<file path="src/verilog/esr_pkg.sv">
// Constants shared by the error message reporter and its queue.
// Assumes one 25 MHz clock and a plain register port with 16-bit data.
// Overview of operation
// - The per-source enable register exists only in AGP mode.
// - Every report leaves as a hub message to the controller hub.
// - Primary sources report only with command bit 8 set.
// - Enable bit 5 reports memory refresh overrun.
// - Refresh overrun enable behaves like the graphics device control.
// - Enable bit 4 reports target abort on own hub cycles.
// - Enable bit 3 reports processor locks to non-DRAM memory.
// - Enable bit 2 reports AGP accesses outside the aperture.
// - Enable bit 1 reports outside hits in 640 KB-1 MB or above memory.
// - Enable bit 0 reports invalid translation entries.
// - Each error occurrence yields at most one message; repeats while still pending merge.
// - Any primary report sets primary status bit 14.
// - A received hub target abort also sets primary status bit 12.
// - Bridge parity needs command bit 8, control bit 2; sets 14, 15.
// - Bridge target abort needs bit 8, enable bit 0; sets 14, 12.
// - Bridge error enable register has its own offset, resets zero.
package esr_pkg;
	localparam int unsigned ADDR_W = 8;
	localparam int unsigned DATA_W = 16;
	localparam int unsigned NUM_SRC = 8;
	localparam int unsigned SRC_W = 3;
	localparam int unsigned QUEUE_DEPTH = 4;

	// Register offsets
	localparam logic [7:0] OFF_PRI_CMD = 8'h04;
	localparam logic [7:0] OFF_PRI_STS = 8'h06;
	localparam logic [7:0] OFF_SRC_EN = 8'hCB;
	localparam logic [7:0] OFF_BR_CMD = 8'h44;
	localparam logic [7:0] OFF_BR_STS = 8'h46;
	localparam logic [7:0] OFF_BR_CTRL = 8'h7E;
	localparam logic [7:0] OFF_BR_ERR_EN = 8'h80;
	localparam logic [7:0] OFF_IRQ_STS = 8'hE0;
	localparam logic [7:0] OFF_IRQ_MASK = 8'hE2;

	// Field positions
	localparam int unsigned CMD_SERR_BIT = 8;
	localparam int unsigned STS_SIG_SERR_BIT = 14;
	localparam int unsigned STS_RX_TABORT_BIT = 12;
	localparam int unsigned STS_PERR_BIT = 15;
	localparam int unsigned BRIDGE_CONTROL_REG_PERR_SERR_BIT = 2;
	localparam int unsigned BERR_TABORT_BIT = 0;

	// Source codes; codes 0 to 5 equal their enable bit position
	localparam logic [2:0] SRC_BAD_TTE = 3'h0;
	localparam logic [2:0] SRC_INVALID_AGP = 3'h1;
	localparam logic [2:0] SRC_OUTSIDE_AP = 3'h2;
	localparam logic [2:0] SRC_LOCK_NONDRAM = 3'h3;
	localparam logic [2:0] SRC_HUB_TABORT = 3'h4;
	localparam logic [2:0] SRC_REFRESH = 3'h5;
	localparam logic [2:0] SRC_BR_PERR = 3'h6;
	localparam logic [2:0] SRC_BR_TABORT = 3'h7;
	localparam int unsigned NUM_PRI_SRC = 6;

	// Reset values
	localparam logic [5:0] SRC_EN_RST = 6'h00;
	localparam logic [7:0] IRQ_MASK_RST = 8'h00;
endpackage

</file>
<file path="src/verilog/esr_reporter.sv">
// Error reporter: gates error events into system error hub messages.
// Assumes event inputs are one-cycle pulses on sys_clk_i; agp_mode_i is a
// level from a pin and is synchronised here.
`timescale 1ns/1ps
module esr_reporter #(
	parameter int unsigned QUEUE_DEPTH = esr_pkg::QUEUE_DEPTH
) (
	// Clock and reset
	input wire logic sys_clk_i,
	input wire logic resetn_i,
	// Mode strap
	input wire logic agp_mode_i,
	// Register port
	input wire logic [esr_pkg::ADDR_W-1:0] reg_addr_i,
	input wire logic [esr_pkg::DATA_W-1:0] reg_wdata_i,
	input wire logic reg_wr_i,
	input wire logic reg_rd_i,
	output logic [esr_pkg::DATA_W-1:0] reg_rdata_o,
	// Primary error events
	input wire logic refresh_overrun_i,
	input wire logic hub_target_abort_i,
	input wire logic lock_nondram_i,
	input wire logic outside_aperture_i,
	input wire logic invalid_agp_access_i,
	input wire logic bad_translation_entry_i,
	// Bridge error events
	input wire logic bridge_parity_err_i,
	input wire logic bridge_target_abort_i,
	// Hub special cycle message
	output logic serr_msg_valid_o,
	input wire logic serr_msg_ready_i,
	output logic [esr_pkg::SRC_W-1:0] serr_msg_src_o,
	// Interrupt
	output logic irq_o
);
	if (QUEUE_DEPTH < 2 || (QUEUE_DEPTH & (QUEUE_DEPTH - 1)) != 0)
	begin : g_bad_depth
		$error("esr_reporter: QUEUE_DEPTH must be a power of two >= 2");
	end

	typedef struct packed {
		logic agp_s1;
		logic agp_s2;
		logic pcmd_serr;
		logic bcmd_serr;
		logic bridge_control_reg_perr;
		logic berr_tabort;
		logic [5:0] src_en;
		logic psts_sig;
		logic psts_rta;
		logic bsts_perr;
		logic bsts_sig;
		logic bsts_rta;
		logic [7:0] pend;
		logic [7:0] irq_sts;
		logic [7:0] irq_mask;
		logic [15:0] rd_data;
	} esr_state_t;

	esr_state_t r;
	esr_state_t n;
	logic [7:0] ev;
	logic [7:0] fire;
	logic [5:0] src_en_eff;
	logic agp;
	logic q_ready;
	logic push;
	logic [2:0] pick_idx;

	function automatic logic hit(input logic [7:0] a, input logic [7:0] off);
		hit = (a == off);
	endfunction

	function automatic logic [2:0] first_pending(input logic [7:0] p);
		first_pending = 3'h0;
		for (int i = 7; i >= 0; i--)
		begin
			if (p[i])
				first_pending = i[2:0];
		end
	endfunction

	assign ev = {bridge_target_abort_i, bridge_parity_err_i,
		refresh_overrun_i, hub_target_abort_i, lock_nondram_i,
		outside_aperture_i, invalid_agp_access_i, bad_translation_entry_i};
	assign agp = r.agp_s2;
	// Enables only live in AGP mode
	assign src_en_eff = agp ? r.src_en : esr_pkg::SRC_EN_RST;
	// Primary sources need the global enable and their own bit;
	// bridge sources need their own command and enable bits
	assign fire = {ev[7] && r.bcmd_serr && r.berr_tabort,
		ev[6] && r.bcmd_serr && r.bridge_control_reg_perr,
		ev[5:0] & src_en_eff
		& {esr_pkg::NUM_PRI_SRC{r.pcmd_serr}}};
	// Per-source gating of bits 5 to 0 follows the same mask
	// One pending source moves into the queue per cycle
	assign pick_idx = first_pending(r.pend);
	assign push = (r.pend != 8'h00) && q_ready;
	assign reg_rdata_o = r.rd_data;
	assign irq_o = |(r.irq_sts & r.irq_mask);

	esr_msg_queue #(
		.WIDTH(esr_pkg::SRC_W),
		.DEPTH(QUEUE_DEPTH)
	) u_queue (
		.sys_clk_i(sys_clk_i),
		.resetn_i(resetn_i),
		.in_valid_i(push),
		.in_ready_o(q_ready),
		.in_data_i(pick_idx),
		.out_valid_o(serr_msg_valid_o),
		.out_ready_i(serr_msg_ready_i),
		.out_data_o(serr_msg_src_o)
	);

	always_comb
	begin
		logic [15:0] rdv;
		logic [7:0] pend_clr;
		rdv = 16'h0000;
		pend_clr = 8'h00;
		n = r;
		n.agp_s1 = agp_mode_i;
		n.agp_s2 = r.agp_s1;

		// Queue hand-off; a new fire of the same source wins
		if (push)
			pend_clr[pick_idx] = 1'b1;
		n.pend = (r.pend & ~pend_clr) | fire;

		// Register writes
		if (reg_wr_i)
		begin
			if (hit(reg_addr_i, esr_pkg::OFF_PRI_CMD))
				n.pcmd_serr = reg_wdata_i[esr_pkg::CMD_SERR_BIT];
			if (hit(reg_addr_i, esr_pkg::OFF_BR_CMD))
				n.bcmd_serr = reg_wdata_i[esr_pkg::CMD_SERR_BIT];
			if (hit(reg_addr_i, esr_pkg::OFF_BR_CTRL))
				n.bridge_control_reg_perr = reg_wdata_i[esr_pkg::BRIDGE_CONTROL_REG_PERR_SERR_BIT];
			if (hit(reg_addr_i, esr_pkg::OFF_BR_ERR_EN))
				n.berr_tabort = reg_wdata_i[esr_pkg::BERR_TABORT_BIT];
			if (hit(reg_addr_i, esr_pkg::OFF_SRC_EN) && agp)
				n.src_en = reg_wdata_i[5:0];
			if (hit(reg_addr_i, esr_pkg::OFF_IRQ_MASK))
				n.irq_mask = reg_wdata_i[7:0];
			if (hit(reg_addr_i, esr_pkg::OFF_PRI_STS))
			begin
				n.psts_sig = r.psts_sig
					& ~reg_wdata_i[esr_pkg::STS_SIG_SERR_BIT];
				n.psts_rta = r.psts_rta
					& ~reg_wdata_i[esr_pkg::STS_RX_TABORT_BIT];
			end
			if (hit(reg_addr_i, esr_pkg::OFF_BR_STS))
			begin
				n.bsts_perr = r.bsts_perr & ~reg_wdata_i[esr_pkg::STS_PERR_BIT];
				n.bsts_sig = r.bsts_sig
					& ~reg_wdata_i[esr_pkg::STS_SIG_SERR_BIT];
				n.bsts_rta = r.bsts_rta
					& ~reg_wdata_i[esr_pkg::STS_RX_TABORT_BIT];
			end
			if (hit(reg_addr_i, esr_pkg::OFF_IRQ_STS))
				n.irq_sts = r.irq_sts & ~reg_wdata_i[7:0];
		end

		// Hardware sets win over software clears
		if (|fire[5:0])
			n.psts_sig = 1'b1;
		if (ev[esr_pkg::SRC_HUB_TABORT])
			n.psts_rta = 1'b1;
		if (ev[esr_pkg::SRC_BR_PERR])
			n.bsts_perr = 1'b1;
		if (|fire[7:6])
			n.bsts_sig = 1'b1;
		if (ev[esr_pkg::SRC_BR_TABORT])
			n.bsts_rta = 1'b1;
		n.irq_sts = n.irq_sts | ev;

		// Register reads, data valid in the next cycle only
		if (reg_rd_i)
		begin
			case (reg_addr_i)
				esr_pkg::OFF_PRI_CMD:
					rdv[esr_pkg::CMD_SERR_BIT] = r.pcmd_serr;
				esr_pkg::OFF_PRI_STS:
				begin
					rdv[esr_pkg::STS_SIG_SERR_BIT] = r.psts_sig;
					rdv[esr_pkg::STS_RX_TABORT_BIT] = r.psts_rta;
				end
				esr_pkg::OFF_SRC_EN:
					if (agp)
						rdv[5:0] = r.src_en;
				esr_pkg::OFF_BR_CMD:
					rdv[esr_pkg::CMD_SERR_BIT] = r.bcmd_serr;
				esr_pkg::OFF_BR_STS:
				begin
					rdv[esr_pkg::STS_PERR_BIT] = r.bsts_perr;
					rdv[esr_pkg::STS_SIG_SERR_BIT] = r.bsts_sig;
					rdv[esr_pkg::STS_RX_TABORT_BIT] = r.bsts_rta;
				end
				esr_pkg::OFF_BR_CTRL:
					rdv[esr_pkg::BRIDGE_CONTROL_REG_PERR_SERR_BIT] = r.bridge_control_reg_perr;
				esr_pkg::OFF_BR_ERR_EN:
					rdv[esr_pkg::BERR_TABORT_BIT] = r.berr_tabort;
				esr_pkg::OFF_IRQ_STS:
					rdv[7:0] = r.irq_sts;
				esr_pkg::OFF_IRQ_MASK:
					rdv[7:0] = r.irq_mask;
				default:
					rdv = 16'h0000;
			endcase
		end
		n.rd_data = rdv;
	end

	always_ff @(posedge sys_clk_i or negedge resetn_i)
	begin
		if (!resetn_i)
			r <= '0;
		else
			r <= n;
	end
endmodule

</file>
<file path="src/verilog/esr_msg_queue.sv">
// Message queue holding source codes awaiting a hub special cycle.
// Assumes both sides on sys_clk_i; depth a power of two.
`timescale 1ns/1ps
module esr_msg_queue #(
	parameter int unsigned WIDTH = 3,
	parameter int unsigned DEPTH = 4
) (
	// Clock and reset
	input wire logic sys_clk_i,
	input wire logic resetn_i,
	// Fill side
	input wire logic in_valid_i,
	output logic in_ready_o,
	input wire logic [WIDTH-1:0] in_data_i,
	// Drain side
	output logic out_valid_o,
	input wire logic out_ready_i,
	output logic [WIDTH-1:0] out_data_o
);
	localparam int unsigned PW = (DEPTH < 2) ? 1 : $clog2(DEPTH);
	localparam logic [PW:0] FULL_CNT = DEPTH[PW:0];

	if (DEPTH < 2 || (DEPTH & (DEPTH - 1)) != 0 || WIDTH < 1)
	begin : g_bad_param
		$error("esr_msg_queue: DEPTH must be a power of two >= 2");
	end

	typedef struct packed {
		logic [DEPTH-1:0][WIDTH-1:0] mem;
		logic [PW-1:0] wptr;
		logic [PW-1:0] rptr;
		logic [PW:0] count;
	} esr_queue_t;

	esr_queue_t r;
	esr_queue_t n;
	logic push;
	logic pop;

	assign in_ready_o = (r.count != FULL_CNT);
	assign out_valid_o = (r.count != '0);
	assign out_data_o = r.mem[r.rptr];
	assign push = in_valid_i && in_ready_o;
	assign pop = out_valid_o && out_ready_i;

	always_comb
	begin
		n = r;
		if (push)
		begin
			n.mem[r.wptr] = in_data_i;
			n.wptr = r.wptr + 1'b1;
		end
		if (pop)
			n.rptr = r.rptr + 1'b1;
		if (push && !pop)
			n.count = r.count + 1'b1;
		else if (pop && !push)
			n.count = r.count - 1'b1;
	end

	always_ff @(posedge sys_clk_i or negedge resetn_i)
	begin
		if (!resetn_i)
			r <= '0;
		else
			r <= n;
	end
endmodule

</file>
<file path="config.mk">
export PLATFORM = sky130hd
export DESIGN_NAME = esr_reporter
export DESIGN_NICKNAME = d
export VERILOG_FILES = /design/src/verilog/esr_pkg.sv /design/src/verilog/esr_reporter.sv /design/src/verilog/esr_msg_queue.sv
export SDC_FILE = /design/constraint.sdc
export NUM_CORES = 1
export LEC_CHECK = 0
export BUFFER_PORTS_ARGS = -buffer_cell sky130_fd_sc_hd__buf_2
export CAP_MARGIN = 40
export CORE_UTILIZATION = 45
export CTS_CLUSTER_SIZE = 12
export DETAILED_ROUTE_END_ITERATION = 10
export GPL_TIMING_DRIVEN = 0
export PLACE_DENSITY_LB_ADDON = 0.08
export SLEW_MARGIN = 40
export SYNTH_ARGS = -nofsm -noshare
export SYNTH_HDL_FRONTEND = slang
export SYNTH_HIERARCHICAL = 1
export SYNTH_SLANG_ARGS = --single-unit
</file>
<file path="constraint.sdc">
create_clock -name sys_clk_i -period 3.9 [get_ports sys_clk_i]
set_input_delay 0.78 -clock sys_clk_i [delete_from_list [all_inputs] [get_ports sys_clk_i]]
set_output_delay 0.78 -clock sys_clk_i [all_outputs]
set_load 0.02 [all_outputs]
</file>
==> summary.md <==
| Metric | Value |
|---|---|
| Outcome | `finished clean` |
| Root Buffer | `clkbuf_8` |
| DP Cell Count | `approximately 450` |
| Syn_area_per_cell | `approximately 12 um^2` |
| Clock sink count | `72` |
| CTS Hold Bufs | `0` |
| Ant. Diodes | `0` |
| Slowest CP cell | `nor4_1` |
| Post-DP HPWL | `5.43 mm` |
| Initial Util | `47.5%` |
| Setup tns final | `0 ns` |
| Clk_lat worst skew | `0.34 ns` |
| RSZ-0062 raised after global routing | `false` |
| DR WL/cell | `between 15 and 20 um` |
| CP peak stage delay | `0.49 ns` |
| Post-synth cell types | `51` |
| P_leak | `1.92 nW` |
| Max cap viols | `0` |
| First-pass GRT wire length | `12.1 mm` |
| TritonCTS clock tree | `built` |
| Hold Worst Slack | `just over 0.3 ns` |
| Post-layout util | `roughly 56%` |
| Area occupied by multi-input gates | `1560 um^2` |
| Top delay family on crit path | `simple AND/OR/NAND/NOR gates` |
| Worst path cell trace | `nor4_1, a31oi_1, nor2b_2, ha_1, inv_1, fa_1, mux2_2` |
| Clock Skew | `0.00697 ns` |
| Final wirelength | `7.34 mm` |
| Area Overhead vs Synth | `17.3%` |
| 1st-pass router iterations | `4` |
| Die area | `8170 um^2` |
| Worst slew pin tran | `a little under 0.7 ns` |
| Maximum achievable frequency | `~0.39 GHz` |
| Commonest non-fill, non-tap cells in the layout | `72 x dfrtp_1, 50 x buf_2, 28 x mux2_2` |
| Worst r2r path cells | `7` |
| Die Width | `90.4 um` |
| Slew Limit Fails | `0` |
| DR vias/cell | `5.23` |
| Hold Vio Cnt, Final | `0` |
| RR Endpoint | `u_queue/r[1]` |
| Tot Pwr | `~1.9 mW` |
| CP required | `~4.1 ns` |
| PostCTS Resize Cnt | `0` |
| Final worst path period share | `65.1%` |
| Grt ovf | `0` |
| Post-synthesis sequential area ratio | `between 50% and 60%` |
| EDFF count, synth | `0` |
| Core area | `7410 um^2` |
| Max Buffers Root-to-Sink | `2` |
| Residual DRC count | `0` |
| Rows | `31` |
| Port Buf Inserts | `49` |
| Number of global-route vias before repair | `2,386` |
| Crit path buf inv count | `1` |
| Internal reg-to-reg setup slack | `1.36 ns` |
| Cells after Synth | `297` |
| Syn. warnings | `6` |
| Num CTS Buffers | `9` |
| Final Non-Filler Cells | `464` |
| Most common cell after layout, fill and taps aside | `dfrtp_1` |
| Initial DRC count | `a little under 70` |
| Filler instances | `678` |
| Routed vias | `2,425` |
| Minimum clock period | `between 2 and 3 ns` |
| Synth Cell Area | `around 3500 um^2` |
| Critical path type | `reg -> reg` |
| Critical Path Start Type | `register` |
| Register Area | `about 1800 um^2` |
| Largest net degree at the start of global routing | `40` |
| FFs w/ async S/R, synth | `100%` |
| Critical path fanouts, max | `5` |
| # nets final | `slightly above 400` |
| Die Ht | `90.4 um` |
| Worst R2R Start | `r[37]` |
| Initial antenna violation count | `1` |
| Final Setup Violations | `0` |
| Seq cells post-synth | `72` |
| Boundary Pins | `59` |
| Reg clk slew, reported paths | `0.07 ns` |
| Routability congestion estimate | `slightly below 0.8` |
| Slew margin rel. | `54.2%` |
| Peak supply drop | `roughly 0.00028 V` |
| Top_reg_cell synth | `dfrtp_1` |
| Total global-route track usage | `19.4%` |
| Critical Path AT | `2.77 ns` |
| Share of layout cells above drive strength 1 | `a little over a third` |
| Antenna Violating Nets Remaining | `0` |
| Worst min-delay path category | `in -> async` |
| Pwr dens | `463 nW/um^2` |
| Post-CTS Setup Bufs | `0` |
| Critical path endpoint category | `register` |
| Htree depth | `3` |
[report_power, final]
group / internal [mW] / switching, mW / leakage (nW)
registers: 0.836 / 0.0766 / 0.911
logic: 0.217 / 0.212 / 0.916
clock network: 0.296 / 0.271 / 0.0975
total: 1.35 / 0.559 / 1.92
[sequential cells by signal, indices dropped and copies added (netlist names)]
name	cells
n	1
agp	1
u_queue/r	19
reg_rdata_o	12
r	39
[stage by stage]
| stage | area [um^2] | worst slack [ns] |
|---|---|---|
| 2_1_floorplan | 3530 | 1.39 |
| 3_3_place_gp | 3900 | 1.15 |
| 3_5_place_dp | 3920 | 1.13 |
| 4_1_cts | 4120 | 1.38 |
| 5_1_grt | 4120 | 1.15 |
| 6_report | 4120 | 1.36 |
[final cells by class]
cell class	count	area share, %
Clock inverter	2	0.303
Buffer	22	3.70
Inverter	7	0.637
Multi-Input combinational cell	199	37.7
Clock buffer	13	4.34
Timing Repair Buffer	50	6.58
Sequential cell	72	43.7
Tap cell	99	3.00
[routing by layer]
| layer | GRT usage (%) | wire length, um | vias to the layer above |
|---|---|---|---|
| met1 | 25.2 | 3340 | 1168 |
| met2 | 31.9 | 3550 | 65 |
| li1 | - | - | 1177 |
| met4 | 6.05 | 82 | 2 |
| met5 | 0 | 16 | - |
| met3 | 4.88 | 358 | 13 |
[worst max-delay path by stage]
stage	startpoint	end	slack [ns]	depth (start not counted)
2_1_floorplan	reg_addr_i[3]	r[16]	1.39	5
5_1_grt	r[37]	u_queue/r[1]	1.15	7
4_1_cts	r[37]	u_queue/r[1]	1.38	7
6_report	r[37]	u_queue/r[1]	1.36	7
3_3_place_gp	reg_addr_i[3]	r[27]	1.15	6
3_5_place_dp	reg_addr_i[3]	r[25]	1.13	6
[synthesized netlist by cell type, types with 4 or more instances]
library cell / n / share of area, %
mux2_4: 8 / 3.4
mux2_2: 28 / 9.0
nor3_1: 7 / 1.0
a22oi_1: 12 / 2.6
dfrtp_1: 72 / 51
mux2i_1: 5 / 1.4
nand2_1: 27 / 2.9
a21boi_0: 5 / 1.1
nor2b_1: 6 / 1.1
xnor2_1: 4 / 1.0
nand3_1: 5 / 0.71
nor4_1: 5 / 0.89
buf_4: 16 / 3.4
ha_1: 5 / 1.8
o21ai_0: 6 / 0.85
a21o_1: 11 / 2.3
nor2_1: 17 / 1.8
inv_1: 7 / 0.75
[kinds of logic after synthesis]
family / synth area share [%]
AO/OA/AOI/OAI: 9.71
XOR/XNOR: 1.49
adder cells (fa/ha/maj): 2.35
buffers and inverters: 5.09
flip-flops: 51.2
multiplexers: 15.7
other: 0.107
AND/OR/NAND/NOR: 14.3
Note: power is estimated with default switching activity, not from simulation.
